File: src/include/wdog_pkg.sv
// Behaviour
// - once enabled the counter runs toward the selected timeout with no further action
// - reaching the timeout without a restart raises the device reset request
// - eleven timeout settings, from the shortest 8 ticks up to 8192 ticks
// - the counter advances only on the one kilohertz low power tick
// - a restart instruction from the core clears the count to zero
// - window mode defines an open restart slot inside the total timeout
// - in window mode an early restart or a late missing one resets the device
// - counting continues in active mode and every sleep mode when enabled
// - counting steps on clk_i edges while the tick is high, so loss of the system clock stops it and no reset follows
// - settings change only after the protection key opens a short write window
// - with the lock fuse programmed every settings change is ignored
package wdog_pkg;

  localparam int ADDR_W = 4;
  localparam int DATA_W = 32;
  localparam int CNT_W = 14;
  localparam int CODE_W = 4;
  localparam int KEYWIN_W = 3;

  localparam logic [ADDR_W-1:0] CTRL_OFS = 4'h0;
  localparam logic [ADDR_W-1:0] STATUS_OFS = 4'h4;
  localparam logic [ADDR_W-1:0] PROT_OFS = 4'h8;

  localparam logic [DATA_W-1:0] PROT_KEY = 32'h0000_00a5;
  localparam logic [KEYWIN_W-1:0] PROT_WINDOW_CYCLES = 3'h4;

  // period code n selects 2^(n+3) ticks: 8 ms up to 8 s at 1 kHz
  localparam logic [CODE_W-1:0] PER_MAX = 4'ha;
  localparam int PER_BASE_SHIFT = 3;

  localparam int CTRL_EN_BIT = 0;
  localparam int CTRL_WIN_BIT = 1;
  localparam int CTRL_PER_LSB = 4;
  localparam int CTRL_WPER_LSB = 8;

  localparam int STAT_CNT_LSB = 0;
  localparam int STAT_PREST_BIT = 16;
  localparam int STAT_PCFG_BIT = 17;
  localparam int STAT_OPEN_BIT = 18;
  localparam int STAT_EARLY_BIT = 20;
  localparam int STAT_LATE_BIT = 21;

  localparam logic [CODE_W-1:0] RST_PER = 4'h0;
  localparam logic [CNT_W-1:0] CNT_ZERO = 14'h0000;
  localparam logic [CNT_W-1:0] CNT_ONE = 14'h0001;

  typedef enum logic {
    PROT_LOCKED = 1'b0,
    PROT_OPEN = 1'b1
  } prot_state_type;

  typedef struct packed {
    logic enable;
    logic win_en;
    logic [CODE_W-1:0] per;
    logic [CODE_W-1:0] wper;
  } cfg_type;

  typedef struct packed {
    cfg_type cfg;
    cfg_type pend_cfg;
    logic pend_cfg_valid;
    logic pend_restart;
    logic [CNT_W-1:0] cnt;
    prot_state_type prot;
    logic [KEYWIN_W-1:0] key_left;
    logic rst_req;
    logic early_err;
    logic late_err;
    logic [DATA_W-1:0] rdata;
  } state_type;

endpackage

File: src/hw/windowed_watchdog_timer.sv
`timescale 1ns/1ps
module windowed_watchdog_timer #(
  parameter int ADDR_W = wdog_pkg::ADDR_W,
  parameter int DATA_W = wdog_pkg::DATA_W
) (
  input wire logic clk_i, // system clock, 250 MHz
  input wire logic srst_i, // synchronous reset, active high
  input wire logic tick_i, // one-cycle pulse per 1 kHz low power tick
  input wire logic restart_i, // one-cycle pulse: restart instruction executed
  input wire logic lock_fuse_i, // level: settings lock fuse programmed
  input wire logic [ADDR_W-1:0] addr_i, // register address
  input wire logic [DATA_W-1:0] wdata_i, // register write data
  input wire logic we_i, // write strobe
  input wire logic re_i, // read strobe
  output logic [DATA_W-1:0] rdata_o, // read data, valid the cycle after re_i
  output logic reset_req_o // device reset request, held until srst_i
);

  wdog_pkg::state_type q;
  wdog_pkg::state_type d;

  function automatic logic [wdog_pkg::CNT_W-1:0] period_ticks(
    input logic [wdog_pkg::CODE_W-1:0] code
  );
    period_ticks = wdog_pkg::CNT_ONE << (int'(code) + wdog_pkg::PER_BASE_SHIFT);
  endfunction

  function automatic logic cfg_legal(input wdog_pkg::cfg_type c);
    logic ok;
    ok = (c.per <= wdog_pkg::PER_MAX) && (c.wper <= wdog_pkg::PER_MAX);
    // the open slot must lie inside the total period
    if (c.win_en && (c.wper >= c.per)) begin
      ok = 1'b0;
    end
    cfg_legal = ok;
  endfunction

  wdog_pkg::cfg_type wr_cfg;
  logic ctrl_wr;
  logic key_wr;
  logic [wdog_pkg::CNT_W-1:0] cnt_inc;
  logic [wdog_pkg::CNT_W-1:0] per_lim;
  logic [wdog_pkg::CNT_W-1:0] wper_lim;

  always_comb begin
    wr_cfg.enable = wdata_i[wdog_pkg::CTRL_EN_BIT];
    wr_cfg.win_en = wdata_i[wdog_pkg::CTRL_WIN_BIT];
    wr_cfg.per = wdata_i[wdog_pkg::CTRL_PER_LSB +: wdog_pkg::CODE_W];
    wr_cfg.wper = wdata_i[wdog_pkg::CTRL_WPER_LSB +: wdog_pkg::CODE_W];
    ctrl_wr = we_i && (addr_i == wdog_pkg::CTRL_OFS);
    key_wr = we_i && (addr_i == wdog_pkg::PROT_OFS) && (wdata_i == wdog_pkg::PROT_KEY);
    cnt_inc = q.cnt + wdog_pkg::CNT_ONE;
    per_lim = period_ticks(q.cfg.per);
    wper_lim = period_ticks(q.cfg.wper);
  end

  always_comb begin
    d = q;

    // protection window: key opens it for a few cycles, any control write closes it
    unique case (q.prot)
      wdog_pkg::PROT_LOCKED: begin
        if (key_wr && !lock_fuse_i) begin
          d.prot = wdog_pkg::PROT_OPEN;
          d.key_left = wdog_pkg::PROT_WINDOW_CYCLES;
        end
      end
      wdog_pkg::PROT_OPEN: begin
        d.key_left = q.key_left - 3'h1;
        if (ctrl_wr || (q.key_left == 3'h1)) begin
          d.prot = wdog_pkg::PROT_LOCKED;
          d.key_left = 3'h0;
        end
      end
    endcase

    // a new setting waits for the next tick, a late write on a tick is not lost
    if (tick_i) begin
      d.pend_cfg_valid = 1'b0;
      d.pend_restart = 1'b0;
    end
    if (ctrl_wr && (q.prot == wdog_pkg::PROT_OPEN) && !lock_fuse_i
        && cfg_legal(wr_cfg)) begin
      d.pend_cfg = wr_cfg;
      d.pend_cfg_valid = 1'b1;
    end
    if (restart_i) begin
      d.pend_restart = 1'b1;
    end

    // counting advances only on a tick sampled on the clk_i edge, never on sleep state
    if (tick_i) begin
      if (q.pend_cfg_valid) begin
        d.cfg = q.pend_cfg;
        d.cnt = wdog_pkg::CNT_ZERO;
      end else if (q.pend_restart) begin
        if (q.cfg.enable && q.cfg.win_en && (q.cnt < wper_lim)) begin
          d.rst_req = 1'b1;
          d.early_err = 1'b1;
        end
        d.cnt = wdog_pkg::CNT_ZERO;
      end else if (q.cfg.enable && !q.rst_req) begin
        d.cnt = cnt_inc;
        if (cnt_inc >= per_lim) begin
          d.rst_req = 1'b1;
          d.late_err = 1'b1;
        end
      end
    end

    d.rdata = '0;
    if (re_i) begin
      unique case (addr_i)
        wdog_pkg::CTRL_OFS: begin
          d.rdata[wdog_pkg::CTRL_EN_BIT] = q.cfg.enable;
          d.rdata[wdog_pkg::CTRL_WIN_BIT] = q.cfg.win_en;
          d.rdata[wdog_pkg::CTRL_PER_LSB +: wdog_pkg::CODE_W] = q.cfg.per;
          d.rdata[wdog_pkg::CTRL_WPER_LSB +: wdog_pkg::CODE_W] = q.cfg.wper;
        end
        wdog_pkg::STATUS_OFS: begin
          d.rdata[wdog_pkg::STAT_CNT_LSB +: wdog_pkg::CNT_W] = q.cnt;
          d.rdata[wdog_pkg::STAT_PREST_BIT] = q.pend_restart;
          d.rdata[wdog_pkg::STAT_PCFG_BIT] = q.pend_cfg_valid;
          d.rdata[wdog_pkg::STAT_OPEN_BIT] = (q.prot == wdog_pkg::PROT_OPEN);
          d.rdata[wdog_pkg::STAT_EARLY_BIT] = q.early_err;
          d.rdata[wdog_pkg::STAT_LATE_BIT] = q.late_err;
        end
        default: begin
          d.rdata = '0;
        end
      endcase
    end
  end

  always_ff @(posedge clk_i) begin
    if (srst_i) begin
      q <= '0;
      q.cfg.per <= wdog_pkg::RST_PER;
      q.prot <= wdog_pkg::PROT_LOCKED;
    end else begin
      q <= d;
    end
  end

  assign rdata_o = q.rdata;
  assign reset_req_o = q.rst_req;

  AST_TIMEOUT_RESET: assert property (@(posedge clk_i) disable iff (srst_i)
    tick_i && q.cfg.enable && !q.pend_cfg_valid && !q.pend_restart && !q.rst_req
    && (cnt_inc == per_lim) |=> reset_req_o && q.late_err)
    else $error("timeout did not raise reset request");

  AST_COUNT_RUNS: assert property (@(posedge clk_i) disable iff (srst_i)
    tick_i && q.cfg.enable && !q.pend_cfg_valid && !q.pend_restart && !q.rst_req
    |=> q.cnt == $past(cnt_inc))
    else $error("enabled counter did not advance on tick");

  AST_RESTART_CLEARS: assert property (@(posedge clk_i) disable iff (srst_i)
    tick_i && q.pend_restart && !q.pend_cfg_valid |=> q.cnt == wdog_pkg::CNT_ZERO)
    else $error("restart did not clear the count at the next tick");

  AST_EARLY_RESET: assert property (@(posedge clk_i) disable iff (srst_i)
    tick_i && q.pend_restart && !q.pend_cfg_valid && q.cfg.enable && q.cfg.win_en
    && (q.cnt < wper_lim) |=> reset_req_o && q.early_err)
    else $error("early restart in window mode did not reset");

  AST_OPEN_RESTART_OK: assert property (@(posedge clk_i) disable iff (srst_i)
    tick_i && q.pend_restart && !q.pend_cfg_valid && q.cfg.win_en && !q.rst_req
    && (q.cnt >= wper_lim) |=> !reset_req_o)
    else $error("restart inside the open slot caused a reset");

  AST_SLOT_INSIDE: assert property (@(posedge clk_i) disable iff (srst_i)
    q.cfg.win_en |-> (q.cfg.wper < q.cfg.per))
    else $error("window slot not inside timeout period");

  AST_PERIOD_LEGAL: assert property (@(posedge clk_i) disable iff (srst_i)
    q.cfg.per <= wdog_pkg::PER_MAX)
    else $error("period code out of range");

  AST_TICK_ONLY: assert property (@(posedge clk_i) disable iff (srst_i)
    !tick_i |=> $stable(q.cnt) && $stable(q.cfg))
    else $error("count or settings changed without a tick");

  AST_NEED_KEY: assert property (@(posedge clk_i) disable iff (srst_i)
    ctrl_wr && (q.prot == wdog_pkg::PROT_LOCKED) && !q.pend_cfg_valid
    |=> !q.pend_cfg_valid)
    else $error("settings accepted without protection key");

  AST_FUSE_LOCK: assert property (@(posedge clk_i) disable iff (srst_i)
    lock_fuse_i && !q.pend_cfg_valid |=> !q.pend_cfg_valid)
    else $error("settings change accepted with lock fuse programmed");

  AST_RESET_STICKY: assert property (@(posedge clk_i) disable iff (srst_i)
    reset_req_o |=> reset_req_o)
    else $error("reset request dropped before system reset");

  AST_PENDING_HELD: assert property (@(posedge clk_i) disable iff (srst_i)
    restart_i |=> q.pend_restart)
    else $error("restart request lost before the next tick");

  AST_RESTART_WAITS: assert property (@(posedge clk_i) disable iff (srst_i)
    q.pend_restart && !tick_i |=> q.pend_restart)
    else $error("pending restart dropped between ticks");

  AST_CFG_WAITS: assert property (@(posedge clk_i) disable iff (srst_i)
    q.pend_cfg_valid && !tick_i |=> q.pend_cfg_valid)
    else $error("pending settings dropped between ticks");

  AST_TICK_DRAINS: assert property (@(posedge clk_i) disable iff (srst_i)
    tick_i && !ctrl_wr && !restart_i |=> !q.pend_cfg_valid && !q.pend_restart)
    else $error("pending items survived a tick");

  AST_CFG_APPLIED: assert property (@(posedge clk_i) disable iff (srst_i)
    tick_i && q.pend_cfg_valid
    |=> q.cfg == $past(q.pend_cfg) && q.cnt == wdog_pkg::CNT_ZERO)
    else $error("pending settings not applied at the tick");

  AST_PEND_LEGAL: assert property (@(posedge clk_i) disable iff (srst_i)
    q.pend_cfg_valid |-> cfg_legal(q.pend_cfg))
    else $error("illegal settings waiting to be applied");

  AST_WPER_LEGAL: assert property (@(posedge clk_i) disable iff (srst_i)
    q.cfg.wper <= wdog_pkg::PER_MAX)
    else $error("window code out of range");

  AST_ILLEGAL_DROPPED: assert property (@(posedge clk_i) disable iff (srst_i)
    ctrl_wr && !cfg_legal(wr_cfg) && !q.pend_cfg_valid |=> !q.pend_cfg_valid)
    else $error("illegal settings write was accepted");

  // protection window: key, short open slot, then closed again
  AST_KEY_OPENS: assert property (@(posedge clk_i) disable iff (srst_i)
    key_wr && !lock_fuse_i && (q.prot == wdog_pkg::PROT_LOCKED)
    |=> (q.prot == wdog_pkg::PROT_OPEN) && (q.key_left == wdog_pkg::PROT_WINDOW_CYCLES))
    else $error("protection key did not open the write window");

  AST_WINDOW_EXPIRES: assert property (@(posedge clk_i) disable iff (srst_i)
    (q.prot == wdog_pkg::PROT_OPEN) && (q.key_left == 3'h1)
    |=> q.prot == wdog_pkg::PROT_LOCKED)
    else $error("write window stayed open too long");

  AST_CTRL_CLOSES: assert property (@(posedge clk_i) disable iff (srst_i)
    ctrl_wr && (q.prot == wdog_pkg::PROT_OPEN) |=> q.prot == wdog_pkg::PROT_LOCKED)
    else $error("settings write left the window open");

  AST_CFG_TAKEN: assert property (@(posedge clk_i) disable iff (srst_i)
    ctrl_wr && (q.prot == wdog_pkg::PROT_OPEN) && !lock_fuse_i && cfg_legal(wr_cfg)
    |=> q.pend_cfg_valid && (q.pend_cfg == $past(wr_cfg)))
    else $error("legal protected settings write was lost");

  AST_FUSE_NO_OPEN: assert property (@(posedge clk_i) disable iff (srst_i)
    lock_fuse_i && (q.prot == wdog_pkg::PROT_LOCKED) |=> q.prot == wdog_pkg::PROT_LOCKED)
    else $error("write window opened with lock fuse programmed");

  // counting and reset request
  AST_DISABLED_HOLD: assert property (@(posedge clk_i) disable iff (srst_i)
    tick_i && !q.cfg.enable && !q.pend_cfg_valid && !q.pend_restart
    |=> $stable(q.cnt) && $stable(reset_req_o))
    else $error("disabled counter moved on a tick");

  AST_BELOW_PERIOD: assert property (@(posedge clk_i) disable iff (srst_i)
    q.cfg.enable && !q.rst_req |-> q.cnt < per_lim)
    else $error("count passed the period without a reset request");

  AST_FROZEN: assert property (@(posedge clk_i) disable iff (srst_i)
    q.rst_req && !q.pend_cfg_valid && !q.pend_restart |=> $stable(q.cnt))
    else $error("count moved after the reset request");

  AST_CAUSE_KNOWN: assert property (@(posedge clk_i) disable iff (srst_i)
    $rose(reset_req_o) |-> q.early_err || q.late_err)
    else $error("reset request raised with no cause flag");

  AST_RISE_ON_TICK: assert property (@(posedge clk_i) disable iff (srst_i)
    !tick_i && !reset_req_o |=> !reset_req_o)
    else $error("reset request raised between ticks");

  AST_NORMAL_ANY_TIME: assert property (@(posedge clk_i) disable iff (srst_i)
    tick_i && q.pend_restart && !q.cfg.win_en && !q.rst_req |=> !reset_req_o)
    else $error("restart in normal mode caused a reset");

  AST_EARLY_STICKY: assert property (@(posedge clk_i) disable iff (srst_i)
    q.early_err |=> q.early_err)
    else $error("early restart cause cleared before system reset");

  AST_LATE_STICKY: assert property (@(posedge clk_i) disable iff (srst_i)
    q.late_err |=> q.late_err)
    else $error("timeout cause cleared before system reset");

  // read port: data stand one cycle after the strobe and are zero otherwise
  AST_RDATA_IDLE: assert property (@(posedge clk_i) disable iff (srst_i)
    !re_i |=> rdata_o == '0)
    else $error("read data not zero without a read strobe");

  AST_RDATA_UNMAPPED: assert property (@(posedge clk_i) disable iff (srst_i)
    re_i && (addr_i != wdog_pkg::CTRL_OFS) && (addr_i != wdog_pkg::STATUS_OFS)
    |=> rdata_o == '0)
    else $error("unmapped read returned data");

  AST_RDATA_CTRL: assert property (@(posedge clk_i) disable iff (srst_i)
    re_i && (addr_i == wdog_pkg::CTRL_OFS)
    |=> rdata_o[wdog_pkg::CTRL_EN_BIT] == $past(q.cfg.enable))
    else $error("settings read did not show the enable bit");

  AST_RDATA_COUNT: assert property (@(posedge clk_i) disable iff (srst_i)
    re_i && (addr_i == wdog_pkg::STATUS_OFS)
    |=> rdata_o[wdog_pkg::STAT_CNT_LSB +: wdog_pkg::CNT_W] == $past(q.cnt))
    else $error("status read did not show the count");

  AST_RDATA_CAUSE: assert property (@(posedge clk_i) disable iff (srst_i)
    re_i && (addr_i == wdog_pkg::STATUS_OFS)
    |=> rdata_o[wdog_pkg::STAT_EARLY_BIT] == $past(q.early_err)
    && rdata_o[wdog_pkg::STAT_LATE_BIT] == $past(q.late_err))
    else $error("status read did not show the reset cause");

  AST_RDATA_PENDING: assert property (@(posedge clk_i) disable iff (srst_i)
    re_i && (addr_i == wdog_pkg::STATUS_OFS)
    |=> rdata_o[wdog_pkg::STAT_PREST_BIT] == $past(q.pend_restart)
    && rdata_o[wdog_pkg::STAT_PCFG_BIT] == $past(q.pend_cfg_valid))
    else $error("status read did not show the pending flags");

  AST_RDATA_OPEN: assert property (@(posedge clk_i) disable iff (srst_i)
    re_i && (addr_i == wdog_pkg::STATUS_OFS)
    |=> rdata_o[wdog_pkg::STAT_OPEN_BIT] == $past(q.prot == wdog_pkg::PROT_OPEN))
    else $error("status read did not show the write window");

  // the request pin mirrors the state bit so nothing can mask it on the way out
  AST_PIN_MIRROR: assert property (@(posedge clk_i) disable iff (srst_i)
    reset_req_o == q.rst_req)
    else $error("reset request pin differs from its state bit");

  AST_NEW_CFG_ZERO: assert property (@(posedge clk_i) disable iff (srst_i)
    tick_i && q.pend_cfg_valid && q.pend_restart |=> !q.pend_restart)
    else $error("restart kept pending across a settings change");

endmodule

File: config.mk
export PLATFORM = sky130hd
export DESIGN_NAME = windowed_watchdog_timer
export DESIGN_NICKNAME = d
export VERILOG_FILES = /design/src/include/wdog_pkg.sv /design/src/hw/windowed_watchdog_timer.sv
export SDC_FILE = /design/constraint.sdc
export NUM_CORES = 1
export LEC_CHECK = 0
export ABC_AREA = 1
export BUFFER_PORTS_ARGS = -buffer_cell sky130_fd_sc_hd__buf_4
export CAP_MARGIN = 20
export CORE_ASPECT_RATIO = 2
export CORE_MARGIN = 10
export CORE_UTILIZATION = 30
export CTS_CLUSTER_SIZE = 14
export DETAILED_ROUTE_END_ITERATION = 16
export PLACE_DENSITY = 0.53
export SLEW_MARGIN = 0
export SYNTH_ARGS = -nofsm -noshare
export SYNTH_HDL_FRONTEND = slang
export SYNTH_SLANG_ARGS = --single-unit
File: constraint.sdc
create_clock -name clk_i -period 2.9 [get_ports clk_i]
set_input_delay 0 -clock clk_i [delete_from_list [all_inputs] [get_ports clk_i]]
set_output_delay 0 -clock clk_i [all_outputs]
set_load 0.02 [all_outputs]
==> results of run 1 <==
## kinds of logic (layout without fill, tap and decap cells)
group / Yosys count / in the layout / synth area share
AOI/OAI and AO/OA: 81 / 81 / 0.117
and+or+nand+nor: 259 / 259 / 0.283
xor gates and xnor gates: 7 / 7 / 0.0158
other: 2 / 18 / 0.00194
adders and majority gates: 34 / 34 / 0.110
buffers and inverters: 122 / 158 / 0.152
DFF: 62 / 62 / 0.320
## power by group
part	total (µW)	leakage [µW]	switching, µW	internal, µW
Clock	942	0.000128	376	566
Sequential	855	0.000499	1.30	854
Combinational	142	0.00147	84.3	58.0
Total	1940	0.00210	462	1480
## cells in the final DEF (no fill, tap or decap)
| master | instances |
|---|---|
| sky130_fd_sc_hd__o21ai_0 | 15 |
| sky130_fd_sc_hd__a21oi_2 | 1 |
| sky130_fd_sc_hd__clkbuf_1 | 1 |
| sky130_fd_sc_hd__nand3_1 | 29 |
| sky130_fd_sc_hd__a211oi_1 | 1 |
| sky130_fd_sc_hd__inv_2 | 1 |
| sky130_fd_sc_hd__xnor2_1 | 1 |
| sky130_fd_sc_hd__conb_1 | 18 |
| sky130_fd_sc_hd__a21o_1 | 1 |
| sky130_fd_sc_hd__nor2_2 | 1 |
| sky130_fd_sc_hd__o32ai_1 | 10 |
| sky130_fd_sc_hd__nand3_2 | 1 |
| sky130_fd_sc_hd__o22ai_1 | 1 |
| sky130_fd_sc_hd__dlygate4sd3_1 | 1 |
| sky130_fd_sc_hd__nor2_4 | 1 |
| sky130_fd_sc_hd__ha_1 | 34 |
| sky130_fd_sc_hd__or2_4 | 1 |
| sky130_fd_sc_hd__a21oi_1 | 50 |
| sky130_fd_sc_hd__inv_1 | 75 |
| sky130_fd_sc_hd__nor4_4 | 1 |
| sky130_fd_sc_hd__nor3_1 | 4 |
| sky130_fd_sc_hd__o21bai_1 | 1 |
| sky130_fd_sc_hd__buf_4 | 66 |
| sky130_fd_sc_hd__and2_1 | 3 |
| sky130_fd_sc_hd__nand2_1 | 133 |
| sky130_fd_sc_hd__clkinvlp_4 | 1 |
| sky130_fd_sc_hd__nand2_2 | 1 |
| sky130_fd_sc_hd__or2_2 | 2 |
| sky130_fd_sc_hd__clkinv_2 | 4 |
| sky130_fd_sc_hd__nor2_1 | 70 |
| sky130_fd_sc_hd__clkbuf_16 | 9 |
| sky130_fd_sc_hd__nor3_2 | 2 |
| sky130_fd_sc_hd__dfxtp_1 | 62 |
| sky130_fd_sc_hd__nand4_1 | 10 |
| sky130_fd_sc_hd__o21ai_1 | 1 |
| sky130_fd_sc_hd__xor2_1 | 6 |
## worst max path at each step
stage,from,endpoint,slack [ns],cells after the start
after floorplan,q[39],reset_req_o,0.88,14
after global placement,q[51],reset_req_o,0.60,13
after detailed placement,q[51],reset_req_o,0.51,13
after CTS,q[51],reset_req_o,0.49,13
after global routing,q[40],reset_req_o,0.25,14
final,q[51],reset_req_o,0.49,13
## through the flow
stage           util  hold slack, ns  power (µW)  area, µm²
4_1_cts        0.364          0.0258        1960       4590
2_1_floorplan      -          0.0691         959       3940
3_3_place_gp   0.342           0.213        1010       4320
6_report       0.364          0.0294        1940       4590
5_1_grt        0.364          0.0482        2010       4590
3_5_place_dp   0.342           0.225        1010       4320
## area by class of cell
| class | count | share of cell area |
|---|---|---|
| Clock inverter | 5 | 0.00600 |
| Inverter | 76 | 0.0621 |
| Sequential cell | 62 | 0.270 |
| Multi-Input combinational cell | 399 | 0.461 |
| Timing Repair Buffer | 67 | 0.110 |
| Clock buffer | 10 | 0.0499 |
| Tap cell | 150 | 0.0409 |
## flip-flops by register name, summed over array words and instances (netlist names)
signal and cells:
rdata_o 19, reset_req_o 1, q 42
## critical path, delay by kind of cell (launching register included)
family	cells	cell delay (ns)
AOI/OAI and AO/OA	1	0.18
buffers and inverters	1	0.16
DFF	1	0.46
adders and majority gates	1	0.29
and+or+nand+nor	10	1.24
## per-layer routing
| metal | vias up | track usage |
|---|---|---|
| met5 | - | 0 |
| met4 | 0 | 0.0801 |
| met3 | 26 | 0.0237 |
| met2 | 109 | 0.264 |
| met1 | 1717 | 0.111 |
| li1 | 1863 | - |
==> metrics.txt, run 1 <==
number of failing hold endpoints at the final stage 0; cell row count 58; # diodes 0; HP Class in -> reg; number of fillers in the final layout 1394; clock skew 0.00656 ns; cell type of the slowest stage on the worst timing path sky130_fd_sc_hd__dfxtp_1; DP Worst Slack 0.507 ns; total global routing track utilization 0.132; share of async-settable or async-resettable flops after synthesis 0; Hold Path Depth 5; HPWL after detailed placement 9.78 mm; total setup buffers inserted after CTS 0; IO Pins 76; root buffer cell sky130_fd_sc_hd__clkbuf_16; count of nets after finishing 692; reg-to-reg slack, setup 0.49 ns; Post-CTS Hold Buffers 1; critical path launch point type register; start point of the worst min-delay path wdata_i[0]; Post-Syn Instances 567; synthesized area 3880 µm²; met3 wire len 499 µm; clock transition at the registers of the reported paths 0.05 ns; count of warnings emitted by yosys 0; type of element capturing the critical path register; Final Max Slew Viols 0; total congestion overflow after global routing 0; wire per inst 15.3 µm; CTS tree done; clk sink count 62; RePlAce Congestion 0.880; maximum number of pins on one net before global-route repair 23; fraction of post-synthesis cell area in the top cell type by area 0.320; number of antenna-violating nets in the routed design 0; fraction of layout cells with a size suffix above 1 0.149; arrival time of data at the critical path endpoint 2.67 ns; clock buffer depth 2; Die Footprint 18200 µm²; CTS H-tree depth 3; synthesis-to-finish area growth 18.3%; fin crit share 0.830; antenna violations before repair 0; shortest clock period the worst path allows after layout 2.41 ns; biggest fanout along the worst timing path 4; Critical Path Max Stage Delay 0.46 ns; Max-Cap Viols 0; maximum resistive drop on vdd 0.269 mV; length in cells of the worst reg-to-reg path 13; status complete, no violations; Residual DRC 0; Num CTS Buffers 9; Sum Neg Setup Slack 0 ns; start of the worst register-to-register path q[51]; cell repeated most along the worst path sky130_fd_sc_hd__nand2_1; maximum clock frequency 416 MHz; Cell Count, Final, Fillers Out 769; total detailed-routing wirelength 11.7 mm; static leakage 0.00210 µW; initial standard-cell utilization of the core 0.307; number of distinct library cells after synthesis 35; slew at the pin closest to its max-slew limit 0.942 ns; data required time at the worst endpoint 3.16 ns; Final setup viols 0; cell-by-cell listing of the critical path inv_1, nor3_1, nand4_1, and2_1, ha_1, nand2_1, nor2_1, nand2_1, nor2_1, nand2_1, nand2_1, nand2_1, a21oi_1; via density per instance 4.83; total power density per cell area 422 nW/µm²; dominant synthesized flop cell sky130_fd_sc_hd__dfxtp_1; reg2reg end reset_req_o; cells taking the most area after synthesis sky130_fd_sc_hd__dfxtp_1, sky130_fd_sc_hd__nand2_1, sky130_fd_sc_hd__ha_1; vias in the first global route 3932; most frequently used cell type in the post-synthesis netlist sky130_fd_sc_hd__nand2_1; max layer used met4; number of detailed-route iterations in the first pass 4; insertion delay to the later sink of the worst-skew pair 0.33 ns; number of gates resized after cts 0; worst max-slew margin expressed relative to the limit 0.368; routed wire length on met2 6.89 mm; buffers added on ports 62; WHS Endpoint q[64]; area of the core region 12600 µm²; start-to-end type of the worst setup path reg -> reg; post-synthesis sequential element count 62; Die Span X 100 µm; wire length on met1 3.86 mm; unrepaired setup endpoints after global routing no; cell taking the most area after synthesis sky130_fd_sc_hd__dfxtp_1; Multi-input gate area 2110 µm²; wire length of the first global-routing pass 18.9 mm; vertical die dimension 181 µm; drt first-iter violations 143; Vias 3715; most used standard cells in the synthesized netlist sky130_fd_sc_hd__nand2_1, sky130_fd_sc_hd__inv_1, sky130_fd_sc_hd__nor2_1; footprint of the flip-flops and latches 1240 µm²; number of synthesized flops with an enable pin 0; Placed Cells 753; slack of the critical path 0.494 ns; mean instance size in the synthesized netlist 6.84 µm²; proportion of synthesized chip area in sequential cells 0.320
No activity file was read; power rests on OpenSTA's default activity.
==> inputs of run 2 (changes only) <==
ABC_AREA = 0   (was 1)
clock period = 2.42 ns   (was 2.9 ns; I/O delays follow)
==> run 2 against run 1 <==
The run now ends with negative setup slack left. Largest power group unchanged. Total power rose by 38%. Critical path type unchanged. Largest cell class unchanged. Synthesized cell count fell by 24%. Setup slack worse by 0.50 ns.
==> metrics.txt, run 2 <==
Final setup viols 1; Sum Neg Setup Slack -0.00214 ns; most frequently used cell type in the post-synthesis netlist sky130_fd_sc_hd__dfxtp_1; via density per instance 4.95; number of distinct library cells after synthesis 57; number of synthesized flops with an enable pin 0; RePlAce Congestion 0.901; insertion delay to the later sink of the worst-skew pair 0.33 ns; vertical die dimension 176 µm; count of nets after finishing 596; total detailed-routing wirelength 10.8 mm; reg2reg end q[32]; Worst Hold Margin 0.0416 ns; arrival time of data at the critical path endpoint 2.69 ns; Residual DRC 0; most flop-heavy register q; total power density per cell area 551 nW/µm²; fraction of post-synthesis cell area in the top cell type by area 0.338; biggest fanout along the worst timing path 4; violations in the final reports negative setup slack; most frequent standard cell in the layout excluding fill and tap cells sky130_fd_sc_hd__buf_4; most used standard cells in the synthesized netlist sky130_fd_sc_hd__dfxtp_1, sky130_fd_sc_hd__nand2_1, sky130_fd_sc_hd__ha_1; start-to-end type of the worst setup path reg -> reg; Vias 3320; dominant synthesized flop cell sky130_fd_sc_hd__dfxtp_1; synthesis-to-finish area growth 32.4%; number of antenna-violating nets in the routed design 0; clock buffer depth 2; reg-to-reg slack, setup -0.002 ns; Num CTS Buffers 9; data required time at the worst endpoint 2.68 ns; slack of the critical path -0.00214 ns; internal cell power 2100 µW; maximum clock frequency 413 MHz; fin crit share 1.00; Largest register FFs 42; shortest clock period the worst path allows after layout 2.42 ns; net switching power 569 µW; CTS tree done; HP Class in -> reg; mean instance size in the synthesized netlist 8.51 µm²; unrepaired setup endpoints after global routing yes; standard cell area after detailed placement 4340 µm²; Final Max Slew Viols 0; total congestion overflow after global routing 0; post-synthesis sequential element count 62; share of async-settable or async-resettable flops after synthesis 0; area of the core region 12100 µm²; cell row count 57; Max-Cap Viols 0; maximum resistive drop on vdd 0.359 mV; Post-Syn Instances 431; initial standard-cell utilization of the core 0.304; synthesized area 3670 µm²; fraction of layout cells with a size suffix above 1 0.267; count of warnings emitted by yosys 0; slew at the pin closest to its max-slew limit 0.821 ns; number of detailed-route iterations in the first pass 4; buffers added on ports 62; proportion of synthesized chip area in sequential cells 0.338; share of total power in sequential cells 0.382; clock transition at the registers of the reported paths 0.06 ns; critical path launch point type register; part of the power in combinational logic 0.057; Design Area, Final 4860 µm²; Worst setup endpoint q[32]; cell taking the most area after synthesis sky130_fd_sc_hd__dfxtp_1; start of the worst register-to-register path q[39]; clk sink count 62; # diodes 0; worst setup path startpoint q[39]; Die Footprint 17300 µm²; root buffer cell sky130_fd_sc_hd__clkbuf_16; status complete, but fails checks; number of fillers in the final layout 1243; drt first-iter violations 114; HPWL after detailed placement 8.67 mm; total global routing track utilization 0.126; length in cells of the worst reg-to-reg path 11; worst max-slew margin expressed relative to the limit 0.453; static leakage 0.00218 µW; wire per inst 16.1 µm; most frequent cells in the layout sky130_fd_sc_hd__buf_4, sky130_fd_sc_hd__dfxtp_1, sky130_fd_sc_hd__nand2_1, sky130_fd_sc_hd__ha_1; clock skew 0.00858 ns; antenna violations before repair 0; maximum number of pins on one net before global-route repair 44; Net Sw Frac 0.213; vias in the first global route 3632; clock network fraction of design power 0.561; wire length of the first global-routing pass 17.5 mm; CTS H-tree depth 3; cells taking the most area after synthesis sky130_fd_sc_hd__dfxtp_1, sky130_fd_sc_hd__ha_1, sky130_fd_sc_hd__buf_4; Die Span X 98.2 µm; IO Pins 76; number of failing hold endpoints at the final stage 0; type of element capturing the critical path register
-- run 2: changes by cell type in the layout (fill, tap and decap cells not counted), moves of 11 or more --
cell,previous run,this run
sky130_fd_sc_hd__nand3_1,29,14
sky130_fd_sc_hd__inv_1,75,14
sky130_fd_sc_hd__buf_4,66,97
sky130_fd_sc_hd__a22o_1,0,11
sky130_fd_sc_hd__nor2_1,70,31
sky130_fd_sc_hd__a21oi_1,50,31
sky130_fd_sc_hd__nand2_1,133,50
-- run 2: worst min path at each step --
stage	from	endpoint	slack (ns)	depth (start not counted)
floorplan	restart_i	q[53]	0.12	2
global placement	restart_i	q[53]	0.21	3
detailed placement	restart_i	q[53]	0.21	3
CTS	we_i	q[37]	0.03	4
global route	we_i	q[37]	0.06	4
finish	we_i	q[37]	0.04	4
-- run 2: critical path, stage by stage (launching register included) --
cell and delay (ns):
sky130_fd_sc_hd__dfxtp_4 0.36, sky130_fd_sc_hd__nand4_1 0.18, sky130_fd_sc_hd__buf_4 0.20, sky130_fd_sc_hd__nor2_2 0.09, sky130_fd_sc_hd__nand3_1 0.12, sky130_fd_sc_hd__xnor2_1 0.14, sky130_fd_sc_hd__ha_1 0.29, sky130_fd_sc_hd__o21ai_0 0.11
sky130_fd_sc_hd__a211oi_2 0.28, sky130_fd_sc_hd__o2111ai_1 0.15, sky130_fd_sc_hd__a311o_1 0.35, sky130_fd_sc_hd__o21ai_1 0.08
-- run 2: cell type report --
class	count	area [µm²]	area share
multi-input combinational	323	2180	0.448
sequential	62	1250	0.258
timing repair buffer	108	838	0.173
clock buffer	9	225	0.0464
tap	147	184	0.0379
clock inverter	7	121	0.0250
inverter	15	56.3	0.0116
-- run 2: stage by stage --
step / worst slack (ns) / total power [µW] / instances / util
floorplan: 0.00981 / 1120 / 447 / -
global placement: -0.0542 / 1180 / 642 / 0.360
detailed placement: -0.137 / 1180 / 642 / 0.360
CTS: 0.00103 / 2690 / 669 / 0.401
global route: -0.156 / 2750 / 671 / 0.403
finish: -0.00214 / 2670 / 671 / 0.403
-- run 2: power by group through the flow --
stage	Sequential (µW)	Clock, µW	Combinational [µW]
floorplan	1050	0	75.1
global placement	1050	0	135
finish	1020	1500	152
detailed placement	1050	0	138
CTS	1020	1520	152
global route	1020	1550	171
-- run 2: what timing repair did --
item / CTS / global route
resized for setup: 9 / 5
gates cloned: 0 / 0
pin swaps: 1 / 0
hold endpoints to repair: 11 / 0
setup endpoints to repair: 2 / 2
hold buffers: 11 / 0
buffers inserted: 0 / 1
-- run 2: logic make-up after synthesis --
family,count (synthesis),synth area share
and+or+nand+nor,164,0.238
AOI/OAI and AO/OA,86,0.152
DFF,62,0.338
buffers and inverters,62,0.100
adders and majority gates,34,0.116
xor gates and xnor gates,12,0.0286
muxes,9,0.0246
other,2,0.00205
-- run 2: layer usage --
| metal | GRT usage | part of all wire |
|---|---|---|
| met5 | 0 | 0 |
| met4 | 0.0864 | 0.046 |
| met2 | 0.240 | 0.55 |
| met1 | 0.110 | 0.36 |
| met3 | 0.0352 | 0.047 |
==> inputs of run 3 (changes only) <==
ABC_AREA = 1   (was 0)
==> run 3 against run 2 <==
The run now ends clean. Fmax is 7.9% higher. Critical path depth is 2 higher. Hold slack worse by 0.036 ns. Critical path type unchanged. Highest routed layer unchanged.
==> metrics.txt, run 3 (same netlist as run 1, synthesis figures left out) <==
status complete, no violations; slack of the critical path 0.175 ns; RePlAce Congestion 0.884; antenna violations before repair 0; shortest clock period the worst path allows after layout 2.24 ns; HPWL after detailed placement 9.67 mm; IO Pins 76; vertical die dimension 181 µm; initial standard-cell utilization of the core 0.307; Residual DRC 0; static leakage 0.00214 µW; cell row count 58; number of failing hold endpoints at the final stage 0; Die Footprint 18200 µm²; most flop-heavy register q; fraction of layout cells with a size suffix above 1 0.178; Vias 3656; count of nets after finishing 696; worst max-slew margin expressed relative to the limit 0.455; Die Span X 100 µm; start point of the worst min-delay path wdata_i[0]; synthesis-to-finish area growth 21.2%; fin crit share 0.928; CTS tree done; clk sink count 62; DP Worst Slack 0.0461 ns; arrival time of data at the critical path endpoint 2.52 ns; biggest fanout along the worst timing path 6; buffers added on ports 62; maximum clock frequency 445 MHz; total congestion overflow after global routing 0; wire length of the first global-routing pass 18.8 mm; drt first-iter violations 115; vias in the first global route 3951; Max-Cap Viols 0; start-to-end type of the worst setup path reg -> reg; # diodes 0; start of the worst register-to-register path q[48]; most frequent standard cell in the layout excluding fill and tap cells sky130_fd_sc_hd__nand2_1; maximum resistive drop on vdd 0.326 mV; Final Util 0.372; clock buffer depth 2; clock skew 0.00663 ns; Final setup viols 0; number of antenna-violating nets in the routed design 0; area of the core region 12600 µm²; maximum number of pins on one net before global-route repair 23; number of detailed-route iterations in the first pass 4; data required time at the worst endpoint 2.69 ns; total global routing track utilization 0.131; total power density per cell area 525 nW/µm²; HP Class in -> reg; insertion delay to the later sink of the worst-skew pair 0.33 ns; total detailed-routing wirelength 11.6 mm; Largest register FFs 42; critical path launch point type register; clock transition at the registers of the reported paths 0.05 ns; CTS H-tree depth 3; slew at the pin closest to its max-slew limit 0.811 ns; type of element capturing the critical path register; worst setup path startpoint q[48]; root buffer cell sky130_fd_sc_hd__clkbuf_16; via density per instance 4.74; Final Max Slew Viols 0; wire per inst 15.0 µm; most frequent cells in the layout sky130_fd_sc_hd__nand2_1, sky130_fd_sc_hd__inv_1, sky130_fd_sc_hd__buf_4, sky130_fd_sc_hd__nor2_1, sky130_fd_sc_hd__dfxtp_1; Num CTS Buffers 9
## run 3: changes by cell type in the layout (fill, tap and decap cells not counted), sizes merged, moves of 8 or more
cell,change
buf,-27
a22o,-11
nand2,+84
nand3,+13
a21oi,+20
mux2i,-9
inv,+60
nor2,+40
dlygate4sd3,-10
nor2b,-10
o32ai,+10
and2,-8
## run 3: cell type report
class                           instances  area, µm²
Inverter                               76        285
Clock buffer                           13        260
Sequential cell                        62       1250
Fill cell                            1385       7920
Timing Repair Buffer                   71        536
Tap cell                              150        188
Clock inverter                          1       30.0
Multi-Input combinational cell        399       2150
## run 3: stage by stage
step / std cells / setup TNS, ns / hold WS (ns) / cell area, µm² / total power, µW
after CTS: 771 / 0 / 0.00189 / 4650 / 2500
after global placement: 756 / 0 / 0.210 / 4350 / 1210
final: 772 / 0 / 0.00552 / 4700 / 2470
after floorplan: 583 / 0 / 0.0691 / 3940 / 1150
after detailed placement: 756 / 0 / 0.217 / 4350 / 1210
after global routing: 772 / -0.0143 / 0.0338 / 4700 / 2570
## run 3: metal layers
layer | track usage | share of wire | up-vias
met5 | 0 | 0 | -
li1 | - | - | 1870
met1 | 0.107 | 0.32 | 1646
met3 | 0.0283 | 0.038 | 43
met2 | 0.248 | 0.56 | 97
met4 | 0.113 | 0.076 | 0
## run 3: worst paths after layout
path / depth (start not counted) / slack, ns / endpoint
worst min-delay path: 5 / 0.006 / q[64]
worst max-delay path: 13 / 0.18 / reset_req_o
worst max register to register: 13 / 0.18 / reset_req_o
worst min register to register: 2 / 0.45 / rdata_o[20]
## run 3: repair_timing
item                                    4_1_cts  5_1_grt
gates resized for setup                       0       19
buffers inserted                              0        1
hold buffers                                  1        0
endpoints found under the setup margin        0        2
endpoints found under the hold margin         1        0
## run 3: critical path, stage by stage (launching register included)
cell                      delay [ns]
sky130_fd_sc_hd__dfxtp_2        0.40
sky130_fd_sc_hd__nand2_2        0.10
sky130_fd_sc_hd__nor3_2         0.26
sky130_fd_sc_hd__nand4_1        0.16
sky130_fd_sc_hd__and2_1         0.19
sky130_fd_sc_hd__ha_1           0.30
sky130_fd_sc_hd__nand2_1        0.07
sky130_fd_sc_hd__nor2_1         0.14
sky130_fd_sc_hd__nand2_1        0.08
sky130_fd_sc_hd__nor2_1         0.09
sky130_fd_sc_hd__nand2_1        0.06
sky130_fd_sc_hd__nand2_1        0.06
sky130_fd_sc_hd__nand2_1        0.08
sky130_fd_sc_hd__a21oi_2        0.17
## run 3: where the power goes
group	internal [µW]	switching [µW]	leakage, µW
clock network	841	435	0.000142
logic	69.4	100	0.00149
registers	1020	1.60	0.000504
total	1930	537	0.00214
